--- src/verilog/dpfis_pkg.sv ---
// Constants and types shared by the performance filter and interrupt status block
package dpfis_pkg;

  // ************************************************************
  // Bus and register map
  // ************************************************************
  localparam int unsigned DATA_W = 32;
  localparam int unsigned ADDR_W = 32;
  localparam int unsigned DEC_W = 8;

  localparam logic [DEC_W-1:0] OFS_SELECT = 8'h00;
  localparam logic [DEC_W-1:0] OFS_ELAPSED = 8'h04;
  localparam logic [DEC_W-1:0] OFS_RAW = 8'h08;
  localparam logic [DEC_W-1:0] OFS_ENABLED = 8'h0C;
  localparam logic [DEC_W-1:0] OFS_EN_SET = 8'h10;
  localparam logic [DEC_W-1:0] OFS_EN_CLR = 8'h14;

  // ************************************************************
  // Filter select field layout
  // ************************************************************
  localparam int unsigned MST_W = 8;
  localparam int unsigned REG_W = 4;
  localparam int unsigned POS_MST2 = 24;
  localparam int unsigned POS_REG2 = 16;
  localparam int unsigned POS_MST1 = 8;
  localparam int unsigned POS_REG1 = 0;
  localparam logic [MST_W-1:0] RST_MST = 8'h00;
  localparam logic [REG_W-1:0] RST_REG = 4'h0;
  localparam logic [REG_W-1:0] REGION_EXT_MEM = 4'h0;
  localparam logic [REG_W-1:0] REGION_CTRL_REGS = 4'h7;

  // ************************************************************
  // Interrupt flag layout
  // ************************************************************
  localparam int unsigned POS_SBE = 5;
  localparam int unsigned POS_DBE = 4;
  localparam int unsigned POS_WRE = 3;
  localparam int unsigned POS_BUS = 0;
  localparam logic [DATA_W-1:0] FLAG_MASK = 32'h0000_0039;
  localparam logic [DATA_W-1:0] RST_FLAGS = 32'h0000_0000;
  localparam logic [DATA_W-1:0] RST_ENABLES = 32'h0000_0000;

  // ************************************************************
  // Elapsed time counter
  // ************************************************************
  localparam logic [DATA_W-1:0] RST_ELAPSED = 32'h0000_0000;
  localparam int unsigned HALF_RATE_DIV = 1;

  // ************************************************************
  // Bus slave states
  // ************************************************************
  typedef enum logic [1:0] {
    BUS_IDLE = 2'b00,
    BUS_WRITE = 2'b01,
    BUS_READ_WAIT = 2'b10,
    BUS_READ_DONE = 2'b11
  } dpfis_bus_state_t;

endpackage : dpfis_pkg

--- src/verilog/dpfis_tick_div.sv ---
// Divider that makes the one-cycle tick of the elapsed time counter
`timescale 1ns/100ps
module dpfis_tick_div #(
  parameter int unsigned DIV = 1
) (
  input wire logic hclk,
  input wire logic hresetn,
  output logic tick
);
  import dpfis_pkg::*;

  localparam int unsigned CNT_W = (DIV > 1) ? $clog2(DIV) : 1;
  localparam logic [CNT_W-1:0] LAST = CNT_W'(DIV - 1);

  logic [CNT_W-1:0] cnt;

  if (DIV < 1) begin : g_bad_div
    $error("dpfis_tick_div: DIV must be at least 1");
  end

  // ************************************************************
  // Cycle count and tick
  // ************************************************************
  always_ff @(posedge hclk or negedge hresetn) begin
    if (!hresetn) begin
      cnt <= '0;
    end else if (cnt == LAST) begin
      cnt <= '0;
    end else begin
      cnt <= cnt + CNT_W'(1);
    end
  end

  always_ff @(posedge hclk or negedge hresetn) begin
    if (!hresetn) begin
      tick <= 1'b0;
    end else begin
      tick <= (cnt == LAST);
    end
  end

endmodule : dpfis_tick_div

--- src/verilog/dpfis_top.sv ---
// Performance filter select, elapsed time counter and error interrupt status over AHB-Lite
//
// Our own choices: register access over AHB-Lite and the register addresses.
`timescale 1ns/100ps
module dpfis_top #(
  parameter int unsigned TICK_DIV = dpfis_pkg::HALF_RATE_DIV
) (
  input wire logic hclk,
  input wire logic hresetn,
  input wire logic hsel,
  input wire logic [dpfis_pkg::ADDR_W-1:0] haddr,
  input wire logic [1:0] htrans,
  input wire logic hwrite,
  input wire logic [2:0] hsize,
  input wire logic [dpfis_pkg::DATA_W-1:0] hwdata,
  input wire logic hready,
  output logic [dpfis_pkg::DATA_W-1:0] hrdata,
  output logic hreadyout,
  output logic hresp,
  input wire logic single_bit_ecc_event,
  input wire logic double_bit_ecc_event,
  input wire logic write_path_ecc_event,
  input wire logic bus_cmd_addr_error_event,
  output logic [dpfis_pkg::MST_W-1:0] counter_one_master_filter,
  output logic [dpfis_pkg::REG_W-1:0] counter_one_region_filter,
  output logic [dpfis_pkg::MST_W-1:0] counter_two_master_filter,
  output logic [dpfis_pkg::REG_W-1:0] counter_two_region_filter,
  output logic irq
);
  import dpfis_pkg::*;

  // ************************************************************
  // Elaboration checks
  // ************************************************************
  if (TICK_DIV < 1) begin : g_bad_div
    $error("dpfis_top: TICK_DIV must be at least 1");
  end
  if (DEC_W > ADDR_W) begin : g_bad_dec
    $error("dpfis_top: offset decode wider than the address");
  end
  if (POS_MST2 + MST_W > DATA_W) begin : g_bad_mst2
    $error("dpfis_top: master two field leaves the word");
  end
  if (POS_REG2 + REG_W > POS_MST2) begin : g_bad_reg2
    $error("dpfis_top: region two field overlaps master two");
  end
  if (POS_MST1 + MST_W > POS_REG2) begin : g_bad_mst1
    $error("dpfis_top: master one field overlaps region two");
  end
  if (POS_REG1 + REG_W > POS_MST1) begin : g_bad_reg1
    $error("dpfis_top: region one field overlaps master one");
  end
  if (!FLAG_MASK[POS_SBE] || !FLAG_MASK[POS_DBE] || !FLAG_MASK[POS_WRE]
      || !FLAG_MASK[POS_BUS]) begin : g_bad_mask
    $error("dpfis_top: flag mask misses a source position");
  end

  // ************************************************************
  // Declarations
  // ************************************************************
  dpfis_bus_state_t state;
  dpfis_bus_state_t next_state;
  logic accept;
  logic [DEC_W-1:0] addr_q;
  logic wr_phase;
  logic wr_select;
  logic wr_raw;
  logic wr_enabled;
  logic wr_en_set;
  logic wr_en_clr;
  logic [DATA_W-1:0] raw_flags;
  logic [DATA_W-1:0] enables;
  logic [DATA_W-1:0] enabled_flags;
  logic [DATA_W-1:0] hw_events;
  logic [DATA_W-1:0] elapsed;
  logic [DATA_W-1:0] read_value;
  logic [DATA_W-1:0] select_value;
  logic tick;

  // ************************************************************
  // Elapsed time tick, every cycle at the default divide
  // ************************************************************
  // With the default divide of one the tick is high in every cycle
  // after the first edge out of reset.
  dpfis_tick_div #(
    .DIV(TICK_DIV)
  ) u_tick_div (
    .hclk(hclk),
    .hresetn(hresetn),
    .tick(tick)
  );

  // ************************************************************
  // Bus slave handshake
  // ************************************************************
  // Transfers are taken only while the bus is ready; the size is not
  // checked, every access acts on a whole word.
  assign accept = hsel & htrans[1] & hready;

  // An address phase leads to a write data phase or to the read wait;
  // the read wait is always left after one cycle.
  always_comb begin
    next_state = state;
    unique case (state)
      BUS_IDLE, BUS_WRITE, BUS_READ_DONE: begin
        if (accept) begin
          next_state = hwrite ? BUS_WRITE : BUS_READ_WAIT;
        end else begin
          next_state = BUS_IDLE;
        end
      end
      BUS_READ_WAIT: begin
        next_state = BUS_READ_DONE;
      end
    endcase
  end

  always_ff @(posedge hclk or negedge hresetn) begin
    if (!hresetn) begin
      state <= BUS_IDLE;
    end else begin
      state <= next_state;
    end
  end

  always_ff @(posedge hclk or negedge hresetn) begin
    if (!hresetn) begin
      addr_q <= '0;
    end else if (accept) begin
      addr_q <= haddr[DEC_W-1:0];
    end
  end

  // Reads take one wait state so that they see a write just before them
  assign hreadyout = (state != BUS_READ_WAIT);
  assign hresp = 1'b0;

  // ************************************************************
  // Write decode
  // ************************************************************
  // Writes act at the end of their data phase, decoded from the
  // registered address.
  assign wr_phase = (state == BUS_WRITE);
  assign wr_select = wr_phase && (addr_q == OFS_SELECT);
  assign wr_raw = wr_phase && (addr_q == OFS_RAW);
  assign wr_enabled = wr_phase && (addr_q == OFS_ENABLED);
  assign wr_en_set = wr_phase && (addr_q == OFS_EN_SET);
  assign wr_en_clr = wr_phase && (addr_q == OFS_EN_CLR);

  // ************************************************************
  // Filter select register
  // ************************************************************
  always_ff @(posedge hclk or negedge hresetn) begin
    if (!hresetn) begin
      counter_two_master_filter <= RST_MST;
    end else if (wr_select) begin
      counter_two_master_filter <= hwdata[POS_MST2 +: MST_W];
    end
  end

  always_ff @(posedge hclk or negedge hresetn) begin
    if (!hresetn) begin
      counter_one_master_filter <= RST_MST;
    end else if (wr_select) begin
      counter_one_master_filter <= hwdata[POS_MST1 +: MST_W];
    end
  end

  // Reserved encodings are stored as written; the counters decide
  // what they mean.
  always_ff @(posedge hclk or negedge hresetn) begin
    if (!hresetn) begin
      counter_two_region_filter <= RST_REG;
    end else if (wr_select) begin
      counter_two_region_filter <= hwdata[POS_REG2 +: REG_W];
    end
  end

  always_ff @(posedge hclk or negedge hresetn) begin
    if (!hresetn) begin
      counter_one_region_filter <= RST_REG;
    end else if (wr_select) begin
      counter_one_region_filter <= hwdata[POS_REG1 +: REG_W];
    end
  end

  always_comb begin
    select_value = '0;
    select_value[POS_MST2 +: MST_W] = counter_two_master_filter;
    select_value[POS_REG2 +: REG_W] = counter_two_region_filter;
    select_value[POS_MST1 +: MST_W] = counter_one_master_filter;
    select_value[POS_REG1 +: REG_W] = counter_one_region_filter;
  end

  // ************************************************************
  // Elapsed time counter
  // ************************************************************
  // Wraps at the top and is never written by software
  always_ff @(posedge hclk or negedge hresetn) begin
    if (!hresetn) begin
      elapsed <= RST_ELAPSED;
    end else if (tick) begin
      elapsed <= elapsed + 32'h0000_0001;
    end
  end

  // ************************************************************
  // Error events
  // ************************************************************
  // The sources run on this clock and need no synchroniser; every
  // cycle an event is high sets its flag again.
  always_comb begin
    hw_events = '0;
    hw_events[POS_SBE] = single_bit_ecc_event;
    hw_events[POS_DBE] = double_bit_ecc_event;
    hw_events[POS_WRE] = write_path_ecc_event;
    hw_events[POS_BUS] = bus_cmd_addr_error_event;
  end

  // ************************************************************
  // Raw flags and source enables, one bit slice each
  // ************************************************************
  // Only the four source positions hold flops; the other bits of the
  // raw flags and enables are tied low, so reserved bits read zero
  // and ignore writes.
  for (genvar g = 0; g < DATA_W; g++) begin : g_flag
    if (FLAG_MASK[g]) begin : g_src
      logic raw_bit;
      logic next_raw_bit;
      logic en_bit;
      logic next_en_bit;

      // A detected error in the same cycle as a clear still leaves its
      // flag set.
      always_comb begin
        next_raw_bit = raw_bit;
        if (wr_enabled && hwdata[g]) begin
          next_raw_bit = 1'b0;
        end
        if (wr_raw && hwdata[g]) begin
          next_raw_bit = 1'b1;
        end
        if (hw_events[g]) begin
          next_raw_bit = 1'b1;
        end
      end

      always_ff @(posedge hclk or negedge hresetn) begin
        if (!hresetn) begin
          raw_bit <= RST_FLAGS[g];
        end else begin
          raw_bit <= next_raw_bit;
        end
      end

      always_comb begin
        next_en_bit = en_bit;
        if (wr_en_set && hwdata[g]) begin
          next_en_bit = 1'b1;
        end
        if (wr_en_clr && hwdata[g]) begin
          next_en_bit = 1'b0;
        end
      end

      always_ff @(posedge hclk or negedge hresetn) begin
        if (!hresetn) begin
          en_bit <= RST_ENABLES[g];
        end else begin
          en_bit <= next_en_bit;
        end
      end

      assign raw_flags[g] = raw_bit;
      assign enables[g] = en_bit;
    end else begin : g_rsvd
      assign raw_flags[g] = 1'b0;
      assign enables[g] = 1'b0;
    end
  end

  // ************************************************************
  // Enabled flags and interrupt
  // ************************************************************
  // The interrupt is a plain OR of flops, so it follows a new flag in
  // the same cycle in which the flag becomes readable.
  assign enabled_flags = raw_flags & enables;
  assign irq = |enabled_flags;

  // ************************************************************
  // Read data
  // ************************************************************
  // Unmapped offsets read as zero and ignore writes
  always_comb begin
    read_value = '0;
    unique case (addr_q)
      OFS_SELECT: begin
        read_value = select_value;
      end
      OFS_ELAPSED: begin
        read_value = elapsed;
      end
      OFS_RAW: begin
        read_value = raw_flags;
      end
      OFS_ENABLED: begin
        read_value = enabled_flags;
      end
      OFS_EN_SET, OFS_EN_CLR: begin
        read_value = enables;
      end
      default: begin
        read_value = '0;
      end
    endcase
  end

  // Loaded only in the read wait cycle, so the value stands until the
  // next read.
  always_ff @(posedge hclk or negedge hresetn) begin
    if (!hresetn) begin
      hrdata <= '0;
    end else if (state == BUS_READ_WAIT) begin
      hrdata <= read_value;
    end
  end

endmodule : dpfis_top

--- config.mk ---
export PLATFORM = sky130hd
export DESIGN_NAME = dpfis_top
export DESIGN_NICKNAME = d
export VERILOG_FILES = /design/src/verilog/dpfis_pkg.sv /design/src/verilog/dpfis_tick_div.sv /design/src/verilog/dpfis_top.sv
export SDC_FILE = /design/constraint.sdc
export NUM_CORES = 1
export LEC_CHECK = 0
export BUFFER_PORTS_ARGS = -buffer_cell sky130_fd_sc_hd__buf_2
export CAP_MARGIN = 20
export CORE_UTILIZATION = 52
export CTS_CLUSTER_DIAMETER = 40
export DETAILED_ROUTE_END_ITERATION = 8
export HOLD_SLACK_MARGIN = 0.1
export PLACE_DENSITY = 0.87
export SLEW_MARGIN = 40
export SYNTH_ARGS = -nofsm -noshare
export SYNTH_HDL_FRONTEND = slang
export SYNTH_SLANG_ARGS = --single-unit
--- constraint.sdc ---
create_clock -name hclk -period 2.4 [get_ports hclk]
set_input_delay 0.24 -clock hclk [delete_from_list [all_inputs] [get_ports hclk]]
set_output_delay 0.24 -clock hclk [all_outputs]
set_load 0.05 [all_outputs]
==> results.md, run 1 <==
- Status: finished clean
- Slew Viols, Final: 0
- Layout cell share with drive strength beyond 1: 31.43%
- Initial core utilization: 53.90%
- VDD IR max: about 0.00042 V
- Largest net degree at the start of global routing: 59
- Area contributors post-synth: dfrtp_1, mux2_2, mux2i_1, xor2_1, o21ai_0
- Synth top area share: a little under three fifths
- Resize count post-CTS: 0
- Hold_sp: haddr[4]
- Pwr dens: 791.6 mW/mm^2
- Core Box Area: roughly 0.009 mm^2
- DRT Wirelength: roughly 11000 um
- Asr flop ratio synth: 100.0%
- First drt pass iteration count: 5
- Most frequent cell after synthesis: dfrtp_1
- Startpoint class of the critical path: flip-flop
- Flop2flop setup slack: roughly 0.15 ns
- CP Class: flip-flop to flip-flop
- Setup Fix Bufs, Post-CTS: 0
- Critical path peak fanout: 22
- R2r endpoint: hrdata[14]
- Final Critical Period: 2.250 ns
- Util after Layout: 65.79%
- # hold bufs at CTS: 16
- FF-to-FF path depth: 5
- Hold EP: addr_q[4]
- RSZ-0062 raised after global routing: false
- GP Congestion: around 0.8
- Post-layout nets: between 500 and 600
- Syn nets: 480
- Final Hold Vio Count: 0
- Crit share post-route: 93.74%
- # diodes: 0
- Via count: between 3000 and 4000
- Worst hold stages: 2
- Number of max-cap violations: 0
- IO Pins: between 100 and 150
- Post-DP HPWL: between 6000 and 7000 um
- Final setup violation count: 0
- CTS clk-pin slew, worst paths: ~0.10 ns
- GRT overflow: 0
- Post-synth top flop: dfrtp_1
- Initial antenna violation count: 0
- Cell taking the most area after synthesis: dfrtp_1
- CP endpoint kind: flip-flop
- Sequential share of the synthesized area: 56.69%
- Total die area: between 0.009 and 0.01 mm^2
- Synth Area per Inst: roughly 12 um^2
- Yosys cell types: 39
- Area grow syn2layout: 22.07%
- Cells after Synth: around 400
- CTS tree: done
- Worst hold margin: around 0.10 ns
- Type of the worst min-delay path: input pin to flip-flop
- Antenna Nets Post-Route: 0
- Post-Syn Area: between 0.004 and 0.005 mm^2
- Routed len/inst: about 17 um
- Top cells by instance count after synthesis: dfrtp_1, nand2_1, o21ai_0
- Clock Latency Late Sink: roughly 0.37 ns
- DRC viols: 0
- Final instance area: 0.005766 mm^2
- Yosys Warn Count: 0
- WP data required: approximately 2.7 ns
- CTS buffer count: 9
- Die H: roughly 97 um
- Leak Pwr: between 2 and 3 nW
- Clock sink count: roughly 110
- Area after DPL: approximately 0.0054 mm^2
- CTS root buf: clkbuf_8
- Vias in the first global route: approximately 3700
- Seq cells post-synth: approximately 110
- Htree depth: 3
- First-pass GRT wire length: approximately 18000 um
- Data arrival, critical path: roughly 2.5 ns
- Reg2reg start: addr_q[5]
- Drt first-iter violations: 142
- Setup TNS: 0 ns
- Clock Path Buffers: 2
- Drt via density: about 5.7
- Worst Tran Pin Value: about 0.8 ns
- Row Count: 34
- Relative slew slack: a little under half
- Die width: around 97 um
- Fmax: about 0.44 GHz
- Filler cells: 675
- Tot GR Track Use: 23.61%
- Number of port buffers: around 100
- Clock skew: 0.01484 ns
- Post-synth EDFFs: 0
[cell families after synthesis]
group                      share of synthesized area [%]
and+or+nand+nor                                    13.46
DFF                                                56.69
muxes                                              12.95
AOI/OAI and AO/OA                                  7.682
xor gates and xnor gates                           5.748
buffers and inverters                              3.046
other                                             0.1590
adders and majority gates                         0.2649
[routing by layer]
| layer | global-route usage, % | up-vias | share of wire [%] |
|---|---|---|---|
| met5 | 0 | - | 0 |
| met4 | 9.276 | 0 | 1.3 |
| met3 | 2.806 | 14 | 4.7 |
| met2 | 39.60 | 133 | 50 |
| met1 | 31.59 | 1812 | 44 |
| li1 | - | 1658 | - |
[sequential cells by signal, summed over array words and instances (netlist names)]
register,cells
g_flag.g_src.en_bit,4
counter_one_region_filter,4
state,2
counter_two_region_filter,4
u_tick_div.tick,1
elapsed,32
g_flag.g_src.raw_bit,4
addr_q,8
hrdata,32
counter_one_master_filter,8
counter_two_master_filter,8
[worst max path at each step]
| stage | end | slack (ns) | start |
|---|---|---|---|
| 5_1_grt | hrdata[14] | 0.04 | addr_q[5] |
| 2_1_floorplan | counter_one_master_filter[0] | 0.44 | addr_q[5] |
| 3_5_place_dp | hrdata[14] | 0.20 | addr_q[5] |
| 3_3_place_gp | hrdata[26] | 0.33 | addr_q[5] |
| 4_1_cts | hrdata[14] | 0.19 | addr_q[5] |
| 6_report | hrdata[14] | 0.15 | addr_q[5] |
[placed cells by master, fill, tap and decap left out, drive strengths merged, types with 3 or more instances in the layout]
| cell type | synthesis | layout |
|---|---|---|
| nor4 | 9 | 9 |
| and4 | 3 | 3 |
| nand2 | 40 | 40 |
| nand4 | 12 | 12 |
| mux2 | 33 | 33 |
| xnor2 | 10 | 10 |
| nor3 | 14 | 14 |
| clkbuf | 11 | 12 |
| mux2i | 24 | 24 |
| nor2b | 3 | 3 |
| a32oi | 4 | 4 |
| nor2 | 10 | 10 |
| o31ai | 4 | 4 |
| o21ai | 34 | 34 |
| dlygate4sd3 | 0 | 18 |
| a32o | 6 | 6 |
| nand3 | 12 | 12 |
| buf | 11 | 112 |
| a211o | 4 | 4 |
| dfrtp | 107 | 107 |
| xor2 | 21 | 21 |
| inv | 7 | 7 |
| nand2b | 5 | 5 |
[layout make-up]
type / count / area, um^2 / area share [%]
inverters: 7 / 26.28 / 0.4557
clock buffers: 12 / 155.1 / 2.691
well taps: 108 / 135.1 / 2.344
repair buffers: 130 / 795.8 / 13.80
flip-flops and latches: 107 / 2679 / 46.46
multi-input cells: 265 / 1902 / 32.99
clock inverters: 4 / 72.57 / 1.259
[worst max-delay path: stages (launching register included)]
cell,delay [ns]
dfrtp_1,0.42
nor3_4,0.23
nand3b_1,0.27
buf_4,0.25
or3_1,0.65
o21ai_0,0.33
[power by group]
group	internal, mW	switching, mW
Combinational	0.385	0.736
Sequential	1.99	0.210
Clock	0.644	0.598
Total	3.02	1.54
[metrics by stage]
stage,power (mW),instances,setup WS [ns]
3_5_place_dp,3.331,599,0.2046
6_report,4.564,633,0.1503
4_1_cts,4.564,631,0.1866
5_1_grt,4.762,633,0.04017
2_1_floorplan,2.993,401,0.4420
3_3_place_gp,3.284,599,0.3339
Note: power is estimated with default switching activity, not from simulation.
==> run 2, diff against run 1 <==
--- a/config.mk
+++ b/config.mk
@@ -7,11 +7,11 @@
 export LEC_CHECK = 0
 export BUFFER_PORTS_ARGS = -buffer_cell sky130_fd_sc_hd__buf_2
 export CAP_MARGIN = 20
-export CORE_UTILIZATION = 52
+export CORE_UTILIZATION = 30
 export CTS_CLUSTER_DIAMETER = 40
 export DETAILED_ROUTE_END_ITERATION = 8
-export HOLD_SLACK_MARGIN = 0.1
-export PLACE_DENSITY = 0.87
+export HOLD_SLACK_MARGIN = 0.12
+export PLACE_DENSITY = 0.58
 export SLEW_MARGIN = 40
 export SYNTH_ARGS = -nofsm -noshare
 export SYNTH_HDL_FRONTEND = slang
==> constraint.sdc (replaced) <==
create_clock -name hclk -period 2.1 [get_ports hclk]
set_input_delay 0.21 -clock hclk [delete_from_list [all_inputs] [get_ports hclk]]
set_output_delay 0.21 -clock hclk [all_outputs]
set_load 0.05 [all_outputs]
==> results.md, run 2 (synthesis gave the netlist of run 1 again) <==
- Reg2reg start: addr_q[5]
- Vias in the first global route: 3747 (+1.7%)
- FF-to-FF path depth: 6 (+1)
- Post-layout nets: 627 (+4.7%)
- Setup Fix Bufs, Post-CTS: 0 (unchanged)
- CTS buffer count: 9 (unchanged)
- Post-DP HPWL: 8089 um (+16%)
- Final Critical Period: 1.855 ns (-0.3947 ns)
- CP endpoint kind: flip-flop
- Fmax: 0.5391 GHz (+21%)
- CP Class: flip-flop to flip-flop
- Routed len/inst: 14.82 um (-11%)
- Setup TNS: 0 ns (unchanged)
- Clock Path Buffers: 2 (unchanged)
- Critical path peak fanout: 12 (-45%)
- Final instance area: 0.006238 mm^2 (+8.2%)
- Slew Viols, Final: 0 (unchanged)
- Area grow syn2layout: 32.08%
- Leak Pwr: 3.044 nW (+5.5%)
- Area after DPL: 0.005564 mm^2 (+3.9%)
- Clock skew: 0.01026 ns (-0.004581 ns)
- CTS root buf: clkbuf_16
- Htree depth: 3 (unchanged)
- First drt pass iteration count: 4 (-1)
- # diodes: 0 (unchanged)
- DRC viols: 0 (unchanged)
- Pwr dens: 899.7 mW/mm^2 (+14%)
- Row Count: 45 (+32%)
- Drt first-iter violations: 128 (-9.9%)
- Clock sink count: 107 (unchanged)
- Initial antenna violation count: 0 (unchanged)
- Met3 usage: 4.564% (+1.8 points)
- VDD IR max: 0.0006427 V (+51%)
- CTS clk-pin slew, worst paths: 0.08 ns (-0.02 ns)
- Most frequent cells in the layout: dfrtp_1, buf_2, nand2_1
- GR peak layer: met2
- Worst hold stages: 2 (unchanged)
- Clock Latency Late Sink: 0.36 ns (about the same)
- Core Box Area: 0.01526 mm^2 (+74%)
- Tot GR Track Use: 15.25% (-8.4 points)
- Relative slew slack: 64.10% (+16 points)
- Filler cells: 1482 (+120%)
- Largest net degree at the start of global routing: 48 (-19%)
- Antenna Nets Post-Route: 0 (unchanged)
- Final Hold Vio Count: 0 (unchanged)
- Met2 GRT Util: 25.20% (-14 points)
- Number of port buffers: 101 (unchanged)
- Commonest non-fill, non-tap cell in the layout: dfrtp_1
- Initial core utilization: 30.96% (-23 points)
- Number of max-cap violations: 0 (unchanged)
- Met1 GRT Util: 19.44% (-12 points)
- Crit share post-route: 88.33% (-5.4 points)
- Drt via density: 4.729 (-17%)
- WP data required: 2.37 ns (-0.30 ns)
- DRT Wirelength: 11330 um (+7.6%)
- First-pass GRT wire length: 19110 um (+6.9%)
- Hold EP: counter_one_region_filter[3]
- Via count: 3613 (-0.11%)
- R2r endpoint: hrdata[12]
- Startpoint class of the critical path: flip-flop
- Worst Tran Pin Value: 0.5384 ns (-0.2464 ns)
- RSZ-0062 raised after global routing: false
- Layout cell share with drive strength beyond 1: 32.19% (+0.76 points)
- Data arrival, critical path: 2.12 ns (-0.40 ns)
- Pwr Total: 5.613 mW (+23%)
- GRT overflow: 0 (unchanged)
- Die width: 127.5 um (+31%)
- Type of the worst min-delay path: input pin to flip-flop
- IO Pins: 137 (unchanged)
- Total die area: 0.01625 mm^2 (+72%)
- Die H: 127.5 um (+31%)
- Hold_sp: hwdata[3]
- GP Congestion: 0.7920 (-0.69%)
- CTS tree: done
- Final setup violation count: 0 (unchanged)
- Top flop regs: elapsed x32, hrdata x32
- Status: finished clean
- Flop2flop setup slack: 0.25 ns (+0.09 ns)
- Util after Layout: 40.89% (-25 points)
==> run 2: changes by cell type in the layout (fill, tap and decap cells not counted), sizes merged <==
cell         previous run  this run
buf                   112       122
bufinv                  2         1
clkbuf                 12         9
clkinv                  1         2
dlygate4sd3            18        36
inv                     7        10
==> run 2: cell type report <==
| cell class | count | area, um^2 | share of cell area (%) |
|---|---|---|---|
| clock buffers | 9 | 225.2 | 3.610 |
| inverters | 7 | 26.28 | 0.4212 |
| clock inverters | 7 | 83.83 | 1.344 |
| flip-flops and latches | 107 | 2679 | 42.94 |
| well taps | 211 | 264.0 | 4.232 |
| multi-input cells | 265 | 1909 | 30.61 |
| repair buffers | 158 | 1051 | 16.85 |
==> run 2: how the worst max path moves through the flow <==
stage                                         endpoint       start  slack, ns  depth (start not counted)
after floorplan           counter_one_master_filter[0]   addr_q[5]       0.14                          6
after global placement                     elapsed[27]  elapsed[6]       0.19                          4
after detailed placement                   elapsed[25]  elapsed[6]       0.10                          4
after CTS                                  elapsed[25]  elapsed[6]       0.08                          4
after global routing                        hrdata[12]   addr_q[5]       0.09                          6
final                                       hrdata[12]   addr_q[5]       0.25                          6
==> run 2: stage by stage <==
stage          hold WS (ns)  std cells  setup slack, ns
2_1_floorplan      -0.08559        401           0.1420
3_5_place_dp         0.2351        712           0.1006
6_report             0.1314        764           0.2450
4_1_cts              0.1239        764          0.08437
3_3_place_gp         0.2205        712           0.1863
5_1_grt              0.1264        764          0.08721
==> run 2: critical path: stages, from the launching register on <==
cell,delay [ns]
dfrtp_1,0.41
nor3_4,0.20
nand3b_1,0.18
buf_4,0.22
or3_1,0.35
buf_4,0.20
o21ai_0,0.20
==> run 2: what timing repair did <==
| action | CTS | global route |
|---|---|---|
| hold endpoints to repair | 72 | 0 |
| resized for setup | 0 | 1 |
| endpoints found under the setup margin | 0 | 6 |
| hold buffers | 36 | 0 |
==> run 2: power by group <==
| part | switching, mW | internal (mW) | total [mW] |
|---|---|---|---|
| logic | 0.867 | 0.495 | 1.36 |
| registers | 0.215 | 2.28 | 2.49 |
| clock network | 0.813 | 0.946 | 1.76 |
| total | 1.90 | 3.72 | 5.61 |
==> run 2: routing by layer <==
metal | up-vias | wire (um) | share of wire (%)
li1 | 1723 | - | -
met1 | 1778 | 5217 | 46
met2 | 103 | 5413 | 48
met3 | 9 | 593 | 5.2
met4 | 0 | 102 | 0.90
met5 | - | 0 | 0
